[src/verilog/slc_pkg.sv]
// Purpose: shared constants and types of the stack limit checker
// Assumes: 16-bit data space, word-aligned stack, 23-bit program counter
// Notes: the word step, stack pointer reset value, stack floor and pc upper field position live here
`default_nettype none

package slc_pkg;

	// ------------------------------------------------------------
	// widths and fixed values
	// ------------------------------------------------------------
	localparam int unsigned SLC_AW = 16;
	localparam int unsigned SLC_PC_W = 23;
	localparam int unsigned SLC_SRL_W = 8;
	localparam int unsigned SLC_PC_HI_LSB = 16;
	localparam logic [15:0] SLC_SP_FLOOR = 16'h0800;
	localparam logic [15:0] SLC_SP_RESET = 16'h0800;
	localparam logic [15:0] SLC_WORD_STEP = 16'h0002;
	localparam logic [7:0] SLC_CALL_UPPER = 8'h00;

	// ------------------------------------------------------------
	// enumerations
	// ------------------------------------------------------------
	typedef enum logic [2:0] {
		SLC_K_PUSH = 3'h0,
		SLC_K_POP = 3'h1,
		SLC_K_CALL = 3'h2,
		SLC_K_EXC = 3'h3,
		SLC_K_ACCESS = 3'h4
	} slc_kind_t;

	typedef enum logic [0:0] {
		SLC_S_IDLE = 1'b0,
		SLC_S_HIGH = 1'b1
	} slc_state_t;

	typedef enum logic [1:0] {
		SLC_SEG_GENERAL = 2'h0,
		SLC_SEG_BOOT = 2'h1,
		SLC_SEG_SECURE = 2'h2
	} slc_code_seg_t;

	// ------------------------------------------------------------
	// carriers
	// ------------------------------------------------------------
	typedef struct packed {
		logic valid;
		slc_kind_t kind;
		logic [15:0] wdata;
		logic [15:0] ea;
		logic [SLC_PC_W-1:0] pc;
		logic [SLC_SRL_W-1:0] status_low_byte;
	} slc_op_t;

	typedef struct packed {
		logic valid;
		logic write;
		logic [15:0] addr;
		logic [15:0] wdata;
	} slc_mem_t;

	typedef struct packed {
		logic enable;
		logic [15:0] base;
		logic [15:0] last;
	} slc_seg_t;

	typedef struct packed {
		logic valid;
		logic [15:0] addr;
		slc_code_seg_t code_seg;
	} slc_data_req_t;

endpackage

`default_nettype wire

[src/verilog/slc_ram_guard.sv]
// Purpose: secure data ram segment guard
// Assumes: core reports which flash segment the running code sits in
// Notes: deny is combinational, in the cycle of the request
`default_nettype none

module slc_ram_guard import slc_pkg::*; (
	input wire logic i_clock,
	input wire logic i_resetn,
	input wire slc_data_req_t i_req,
	input wire slc_seg_t i_boot_seg,
	input wire slc_seg_t i_secure_seg,
	output logic o_deny
);

	function automatic logic slc_in_seg(input logic [15:0] addr, input slc_seg_t seg);
		slc_in_seg = seg.enable && (addr >= seg.base) && (addr <= seg.last);
	endfunction

	logic boot_hit;
	logic secure_hit;

	// ------------------------------------------------------------
	// access check
	// ------------------------------------------------------------
	always_comb begin
		boot_hit = i_req.valid && slc_in_seg(i_req.addr, i_boot_seg) &&
			(i_req.code_seg != SLC_SEG_BOOT);
		secure_hit = i_req.valid && slc_in_seg(i_req.addr, i_secure_seg) &&
			(i_req.code_seg != SLC_SEG_SECURE);
		o_deny = boot_hit || secure_hit;
	end

	chk_boot_seg_deny: assert property (@(posedge i_clock) disable iff (!i_resetn)
		(i_req.valid && i_boot_seg.enable && i_req.addr >= i_boot_seg.base &&
		i_req.addr <= i_boot_seg.last) |-> (o_deny == (i_req.code_seg != SLC_SEG_BOOT)))
		else $error("boot secure ram segment access decision wrong");

	chk_secure_seg_deny: assert property (@(posedge i_clock) disable iff (!i_resetn)
		(i_req.valid && i_secure_seg.enable &&
		i_req.addr >= i_secure_seg.base && i_req.addr <= i_secure_seg.last &&
		!(i_boot_seg.enable && i_req.addr >= i_boot_seg.base &&
		i_req.addr <= i_boot_seg.last))
		|-> (o_deny == (i_req.code_seg != SLC_SEG_SECURE)))
		else $error("secure segment ram access decision wrong");

endmodule // slc_ram_guard

`default_nettype wire

[config.mk]
export PLATFORM = sky130hd
export DESIGN_NAME = slc_ram_guard
export DESIGN_NICKNAME = d
export VERILOG_FILES = /design/src/verilog/slc_pkg.sv /design/src/verilog/slc_ram_guard.sv
export SDC_FILE = /design/constraint.sdc
export NUM_CORES = 1
export LEC_CHECK = 0
export BUFFER_PORTS_ARGS = -buffer_cell sky130_fd_sc_hd__buf_2
export CORE_ASPECT_RATIO = 0.6
export CORE_UTILIZATION = 48
export DETAILED_ROUTE_END_ITERATION = 7
export PLACE_DENSITY = 0.83
export SLEW_MARGIN = 40
export SYNTH_ARGS = -nofsm -noshare
export SYNTH_HDL_FRONTEND = slang
export SYNTH_SLANG_ARGS = --single-unit
export TNS_END_PERCENT = 10
[constraint.sdc]
create_clock -name vclk -period 3.3
set_clock_uncertainty 0.15 [all_clocks]
set_input_delay 0.825 -clock vclk [all_inputs]
set_output_delay 0.825 -clock vclk [all_outputs]
set_load 0.01 [all_outputs]
== Word-level counts from Yosys, hierarchy flattened ==
Index checks and enable logic that the tools add are counted.

* Reduce and logical (&&, ||, !) cells: 9
* $lt $le $gt $ge: 4
* Equal/unequal tests: 2

{| class="wikitable"
|+ Operators by type and width
! cell !! number
|-
| 16-bit >= comparator || 2
|-
| 16-bit <= comparator || 2
|-
| 1-bit logical AND || 8
|-
| 2-bit by 1-bit inequality test with 1-bit output (second input constant) || 1
|-
| 2-bit inequality test (second input constant) || 1
|-
| 1-bit logical OR || 1
|}

* Register bits after elaboration: 0
* Logic and storage cells: 15
* Output and inout port bits: 1

== Depth between registers and ports, before layout ==
Gate-level depths: netlist (run 1).

* Depth after elaboration: 6
* Depth in mapped cells: 8

== Worst setup path after synthesis (run 1) ==
Ideal clock, no wire load.

* Path type: in2out
* Start point: input port i_boot_seg[14] in the netlist's numbering
* End point: output port o_deny
* Slack: 7 ps
* Stages on the path: 8
* Buffers on the path: 0
* Arrival: 2318 ps
* Cell sequence: inv_1 > ha_1 > a21oi_2 > nand2_1 > a221o_1 > o31a_1 > a311oi_2 > o21a_1

* Cells in the longest elaborated chain, start to end: 5

{| class="wikitable"
|+ RTL lines
! what !! RTL line !! text
|-
| from (decl) || slc_ram_guard.sv:10 || <nowiki>input wire slc_seg_t i_boot_seg,</nowiki>
|-
| 16-bit <= comparator || slc_ram_guard.sv:16 || <nowiki>slc_in_seg = seg.enable && (addr >= seg.base) && (addr <= seg.last);</nowiki>
|-
| 1-bit logical AND || slc_ram_guard.sv:16 ||
|-
| 1-bit logical AND (2 in a row) || slc_ram_guard.sv:26 || <nowiki>boot_hit = i_req.valid && slc_in_seg(i_req.addr, i_boot_seg) &&</nowiki>
|-
| 1-bit logical OR || slc_ram_guard.sv:30 || <nowiki>o_deny = boot_hit || secure_hit;</nowiki>
|-
| to (decl) || slc_ram_guard.sv:12 || <nowiki>output logic o_deny</nowiki>
|}

No other way between the ends.

== Worst setup path after layout (run 1) ==
* Start point: input port i_boot_seg[5] in the netlist's numbering
* End point: output port o_deny

The elaborated chain is that of the path after synthesis.

==> out/results.txt, run 1 <==
The flow ran to the end, but the final reports show violations. The checks that failed: negative setup slack. STA classifies the critical path endpoint as an output port. Summed over all layers, the routed wires come to 6750 um.

The startpoint identified for the worst hold timing path is i_req[18]. Post-layout utilization of the core: 88.0%. The final hold violation count is 0, and the number of diodes added for antenna fixing is 0.

The relative slew slack is 77.9%, and the standard cell area after detailed placement is 0.00224 sq mm. DRC marker count from the first detailed-route iteration: 146. The congestion estimate from routability-driven global placement came to 0.821. The kind of critical path is input pin to output port. For this run, the number of Yosys warnings is 0.

The worst min-delay path class was input pin to output port. The vertical die dimension is 46.8 um. In this run the power density over the cells is 132 mW/mm^2. In the final layout, flip-flops and latches occupy 0 sq um. In the finished design the tool counted flip-flops and latches totalling 0. The tools report the final worst-path setup slack as -322 ps. Leading area contributor after synthesis: ha_1.

The run gives 53.0% as the starting utilization of the core area. Via count: 2215. The tools report the arrival time at the worst endpoint as 2650 ps.

The most critical setup path has its startpoint at i_boot_seg[5]. The worst voltage drop across the vdd grid is 0.0851 mV, and the proportion of netlist area held by the largest area contributor is 50.0%. The post-synthesis sequential area ratio is 0%, and the period utilization is 110%. The post-synthesis instance area is 0.00160 sq mm, and the required arrival time at the worst endpoint is 2320 ps. For the leftover overflow at the end of global routing, the log shows 0. The logs give 9590 um for the global-route wire length before repair and 0.351 mW for the total power.

The largest fanout on the critical path was 2; the global-route usage over all layers was 34.8%. For this run, the top clock speed supported by timing is 0.276 GHz. The synthesized netlist contains 25 unique library cells.

Each instance of the synthesized netlist takes up on average 7.03 sq um. The layout has 0 clock buffers. Setup repair after global routing could not meet its margin everywhere. Die area: 0.00358 sq mm.

For this run, the post-layout net count is 493. The detail route stage leaves a number of antenna-violating nets equal to 0. During I/O placement, the number of pins put on the boundary was 88. The number of nets in the synthesized netlist is 379.

For the cell row count, the log shows 15. Counting instances in the post-synthesis netlist gives the leading cell types as inv_1, ha_1, a21oi_1, nand2_1, o21ai_0. Of the cells placed in the final design, the portion with a size suffix greater than 1 is 45.3%. Hold repair after CTS inserted 0 buffers. The final max-slew violation count is 0, and the average wire per cell in the routed design is 17.7 um.

The largest net degree at the start of global routing was 5. By area the synthesized netlist is led by ha_1, inv_1, a21oi_1, nand4_1, o21ai_0. For this run, the detailed router's first-pass iteration total came to 5. The total DRC errors in the routed layout was 0; the total leakage power was 1.50 nW.

Across the run, the number of max-cap violations was 0. The vias per cell works out to 5.80. The filler cells instantiated in the layout total 153.

Time the final worst path needs with I/O delays and setup: 3620 ps. The area growth from synthesis to layout is 65.9%. The measured slew at the worst slew-check pin is 328 ps, and the number of global-route vias before repair is 2137.

The wire-length estimate of the detail-placed layout is 4010 um. The core region area is 0.00302 sq mm. By instance count, the leading cell after synthesis is inv_1. Measured along the x axis, the die boundary spans 76.6 um. The count of endpoints failing setup in the final report was 1. The number of instances in the synthesized netlist came out at 228. Buffers placed on the I/O ports in this run total 86.

The run gives 0 as the initial antenna violation count. The cell area after layout came out at 0.00266 sq mm. The tools report the startpoint class of the critical path as an input pin.
metal layers:
metal  up-vias  track usage, %  part of all wire [%]
li1       1015               -                     -
met1       986            42.5                    40
met2       165            63.6                    45
met3        49            4.08                   9.0
met4         0            18.8                   6.2
met5         -               0                     0
power by group:
part	leakage, nW	internal, mW	total (mW)	switching (mW)
registers	0	0	0	0
clock network	0	0	0	0
logic	1.50	0.178	0.351	0.173
cell families after synthesis:
| logic type | count (synthesis) | synth area share [%] |
|---|---|---|
| buf+inv | 66 | 15.5 |
| fa+ha+maj | 64 | 50.0 |
| compound gates | 53 | 20.9 |
| simple gates | 45 | 13.7 |
layout by cell type, fill, tap and decap left out, types with 2 or more instances in the layout:
cell,n
inv_1,56
a21oi_2,4
o21ai_1,2
ha_1,45
nand4_1,9
inv_2,9
nand3_1,6
nor2_1,8
ha_4,19
a21o_1,4
buf_6,8
nand2_1,13
o21ai_0,9
buf_2,72
buf_4,31
a21oi_1,20
o21a_1,2
a221o_1,2
final timing paths:
path                  slack, ps  cells after the start  endpoint
worst min-delay path       1820                      3    o_deny
worst max-delay path       -320                     10    o_deny
worst max-delay path, stage by stage:
cell	delay (ps)
buf_2	100
inv_1	80
ha_4	220
a21oi_4	160
o21ai_1	100
a221o_1	330
o31a_1	300
a311oi_2	240
o21a_1	160
buf_2	130
layout make-up:
type / count / area [sq um] / area share, %
Inverter: 66 / 250 / 9.41
Multi-Input combinational cell: 162 / 1660 / 62.4
Tap cell: 42 / 52.6 / 1.98
Timing Repair Buffer: 112 / 698 / 26.3
stage by stage:
stage,setup slack (ps),TNS [ps],instances,hold WS (ps)
finish,-322,-322,382,1820
floorplan,6.89,0,228,1610
CTS,-183,-183,381,1810
global placement,-321,-321,376,1810
detailed placement,-396,-396,376,1810
global route,-364,-364,382,1810
what timing repair did:
action,CTS,global route
buffers inserted,5,1
cloned,0,0
endpoints found under the setup margin,1,1
resized for setup,53,14
pin swaps,21,8
Power figures use the tool's default switching activity.
==> inputs of run 2 (changes only) <==
- ABC_AREA: unset -> 1
- CORE_UTILIZATION: 48 -> 49
- SETUP_SLACK_MARGIN: unset -> 0.4
==> run 2 against run 1 <==
  * The run now ends clean
  * Combinational power down 7.7%
  * Sequential share of layout area unchanged
  * First-iteration DRC count down 63%
  * Largest power group unchanged
  * Synthesized cell count up 27%
  * Synthesized area up 9.1%
  * Cell area down 0.52%
  * Maximum frequency up 18%
  * Total power down 7.6%
  * Utilization down 8.4 points
  * Final cell count up 9.9%
==> out/results.txt, run 2 <==
The run finished with clean final reports. The number of violations of the max-capacitance limit was 0 (unchanged). Starting utilization of the core area: 52.6% (was 53.0%). The post-layout utilization of the core is 79.6% (was 88.0%). The tools report the iteration count of the initial detailed-routing pass as 4 (was 5).

The logs give 0 (unchanged) for the leftover overflow at the end of global routing and 88 (unchanged) for the number of placed I/O pins. Fraction of layout instances using a drive strength above 1: 36.5% (was 45.3%). The final max-slew violation count came out at 0 (unchanged). The time the final worst path needs with I/O delays and setup was 3070 ps (was 3620 ps); the relative slew slack was 84.3% (was 77.9%). The fraction of the mapped netlist area in compound gates was 11.4% (was 20.9%). The count of endpoints failing setup in the final report came out at 0 (was 1). The tools report the post-synthesis instance area as 0.00175 sq mm (was 0.00160 sq mm).

The required arrival time at the worst endpoint is 2320 ps (about the same). The number of instances in the synthesized netlist was 289 (was 228); the area taken by flip-flops and latches was 0 sq um (unchanged). The vertical die dimension is 48.3 um (was 46.8 um), and the total leakage power is 1.58 nW (was 1.50 nW). The leading area contributor after synthesis was ha_1 (unchanged). The placer's final routability congestion estimate was 0.799 (was 0.821). The type of element capturing the critical path was an output port (unchanged). The average wire per cell in the routed design works out to 12.3 um (was 17.7 um).

The switching part of the total works out to 52.1% (was 49.3%). The layout overhead on the synthesized area was 51.2% (was 65.9%); the via count was 2044 (was 2215). The run gives 1599 (was 2137) as the number of global-route vias before repair. Post-CTS setup-driven buffer insertion count: 0 (was 5). The global-route usage over all layers is 22.8% (was 34.8%), and the simple logic cell fraction of the synthesized area is 24.7% (was 13.7%). Initial antenna violation count: 0 (unchanged).

The count of cell types in the netlist was 17 (was 25). The floorplan die width works out to 79.1 um (was 76.6 um). The tools report the core region area as 0.00332 sq mm (was 0.00302 sq mm). The largest net degree at the start of global routing is 5 (unchanged), and the period utilization is 92.9% (was 110%). Post-synthesis sequential area ratio: 0% (unchanged). The area of the multi-input gates was 0.00177 sq mm (was 0.00166 sq mm). The synthesized-area fraction occupied by adder cells works out to 45.8% (was 50.0%).

Most common library cell in the layout ignoring fill and taps: inv_1 (was buf_2). Largest fanout on the critical path: 4 (was 2). The run gives 0.326 GHz (was 0.276 GHz) as the maximum frequency from static timing analysis. Commonest non-fill, non-tap cells in the layout: inv_1, buf_2, nand2_1 (was buf_2, inv_1, ha_1). The remaining number of nets flagged by the antenna check after routing is 0 (unchanged). The vias per cell was 4.87 (was 5.80); the count of input and output buffers was 86 (unchanged).

The average cell area after synthesis was 6.05 sq um (was 7.03 sq um). Largest cells by area after synthesis: ha_1, inv_1, nand2_1, a21oi_1, nor2_1 (was ha_1, inv_1, a21oi_1, nand4_1, o21ai_0). Largest family of logic cells by synthesized area: adder cells (unchanged). The final setup TNS came out at 0 ps (was -322 ps).

The global-route wire length before repair is 6740 um (was 9590 um). The detailed placer's ending HPWL came out at 3760 um (was 4010 um). The measured slew at the worst slew-check pin was 234 ps (was 328 ps); the die area was 0.00382 sq mm (was 0.00358 sq mm). The tools report the cell row count as 16 (was 15). Setup repair after global routing could not meet its margin everywhere.

The final hold violation count came out at 0 (unchanged). Total DRC errors in the routed layout: 0 (unchanged). The tools report the number of diodes added for antenna fixing as 0 (unchanged). The total number of yosys warnings is 0 (unchanged). The multiplexer share of the synthesized area was 0% (unchanged); the flip-flop and latch count was 0 (unchanged). The total power density per cell area works out to 123 mW/mm^2 (was 132 mW/mm^2). The xor and xnor fraction of the mapped netlist area is 0% (unchanged). The proportion of netlist area held by the largest area contributor works out to 45.8% (was 50.0%). Portion of total power attributed to sequential cells: 0% (about the same). The clock buffer count came out at 0 (unchanged). The number of nets in the synthesized netlist came out at 440 (was 379). For the internal power component, the log shows 0.155 mW (was 0.178 mW). Kind of critical path: input pin to output port (unchanged). The clock network fraction of design power is 0% (about the same).

The worst min-delay path class was input pin to output port (unchanged). The total wire length after detailed routing was 5150 um (was 6750 um). The switching power summed over all nets is 0.169 mW (was 0.173 mW), and the proportion of power drawn by combinational gates is 100.0% (about the same).

The filler cell count came out at 238 (was 153). The startpoint class of the critical path was an input pin (unchanged). The number of nets in the finished design is 528 (was 493).

The DRC marker count from the first detailed-route iteration was 54 (was 146); the worst voltage drop across the vdd grid was 0.0752 mV (was 0.0851 mV). The run gives 2090 ps (was 2650 ps) as the arrival time at the worst endpoint. Ranking of synthesized cells by instance count: inv_1, nand2_1, ha_1, a21oi_1, nor2_1 (was inv_1, ha_1, a21oi_1, nand2_1, o21ai_0).

The most instantiated library cell after synthesis is inv_1 (unchanged).
==> run 2: changes by cell type in the layout (fill, tap and decap cells not counted), sizes merged, moves of 5 or more <==
cell,before,now
nor2,8,19
nand2,14,70
inv,66,84
buf,112,86
o21ai,11,6
==> run 2: layout make-up <==
class,count,area share (%)
inverters,84,12.0
repair buffers,86,18.8
well taps,45,2.13
multi-input cells,205,67.0
==> run 2: logic make-up (layout without fill, tap and decap cells) <==
kind of cell               Yosys count  count (layout)
adders and majority gates           64              64
and+or+nand+nor                    104             104
AOI/OAI and AO/OA                   37              37
buffers and inverters               84             170
==> run 2: repair_timing <==
item / 4_1_cts / 5_1_grt
hold buffers: 0 / 0
endpoints found under the setup margin: 1 / 1
pin swaps: 14 / 26
resized for setup: 34 / 36
==> run 2: power groups by stage <==
stage | Combinational [mW] | Sequential (mW) | Clock, mW
after floorplan | 0.154 | 0 | 0
after global placement | 0.244 | 0 | 0
after detailed placement | 0.253 | 0 | 0
after CTS | 0.278 | 0 | 0
after global routing | 0.368 | 0 | 0
final | 0.324 | 0 | 0
==> run 2: metal layers <==
metal  share of wire, %  vias to the layer above  track usage, %
met5                  0                        -               0
met4                1.2                        0            1.09
met3                5.2                        6           0.374
met2                 44                       71            39.0
met1                 49                      879            34.2
li1                   -                     1088               -
==> run 2: final timing paths <==
kind / from / endpoint / slack (ps) / depth (start not counted)
max: i_req[11] / o_deny / 230 / 9
min: i_req[18] / o_deny / 1830 / 4
==> run 2: through the flow <==
stage	setup WS, ps	std cells	power, mW	hold slack, ps	cell area (sq um)
2_1_floorplan	554	289	0.154	1640	1750
3_3_place_gp	246	420	0.244	1840	2240
3_5_place_dp	206	420	0.253	1840	2240
4_1_cts	262	420	0.278	1840	2430
5_1_grt	78.2	420	0.368	1880	2650
6_report	234	420	0.324	1830	2650
==> run 2: worst max-delay path: stages <==
cell and delay [ps]:
buf_2 160, ha_4 280, nand4_1 120, nor3_2 240
nand2_2 70, a21oi_2 130, nand4_1 90, nand2_1 60
buf_2 120
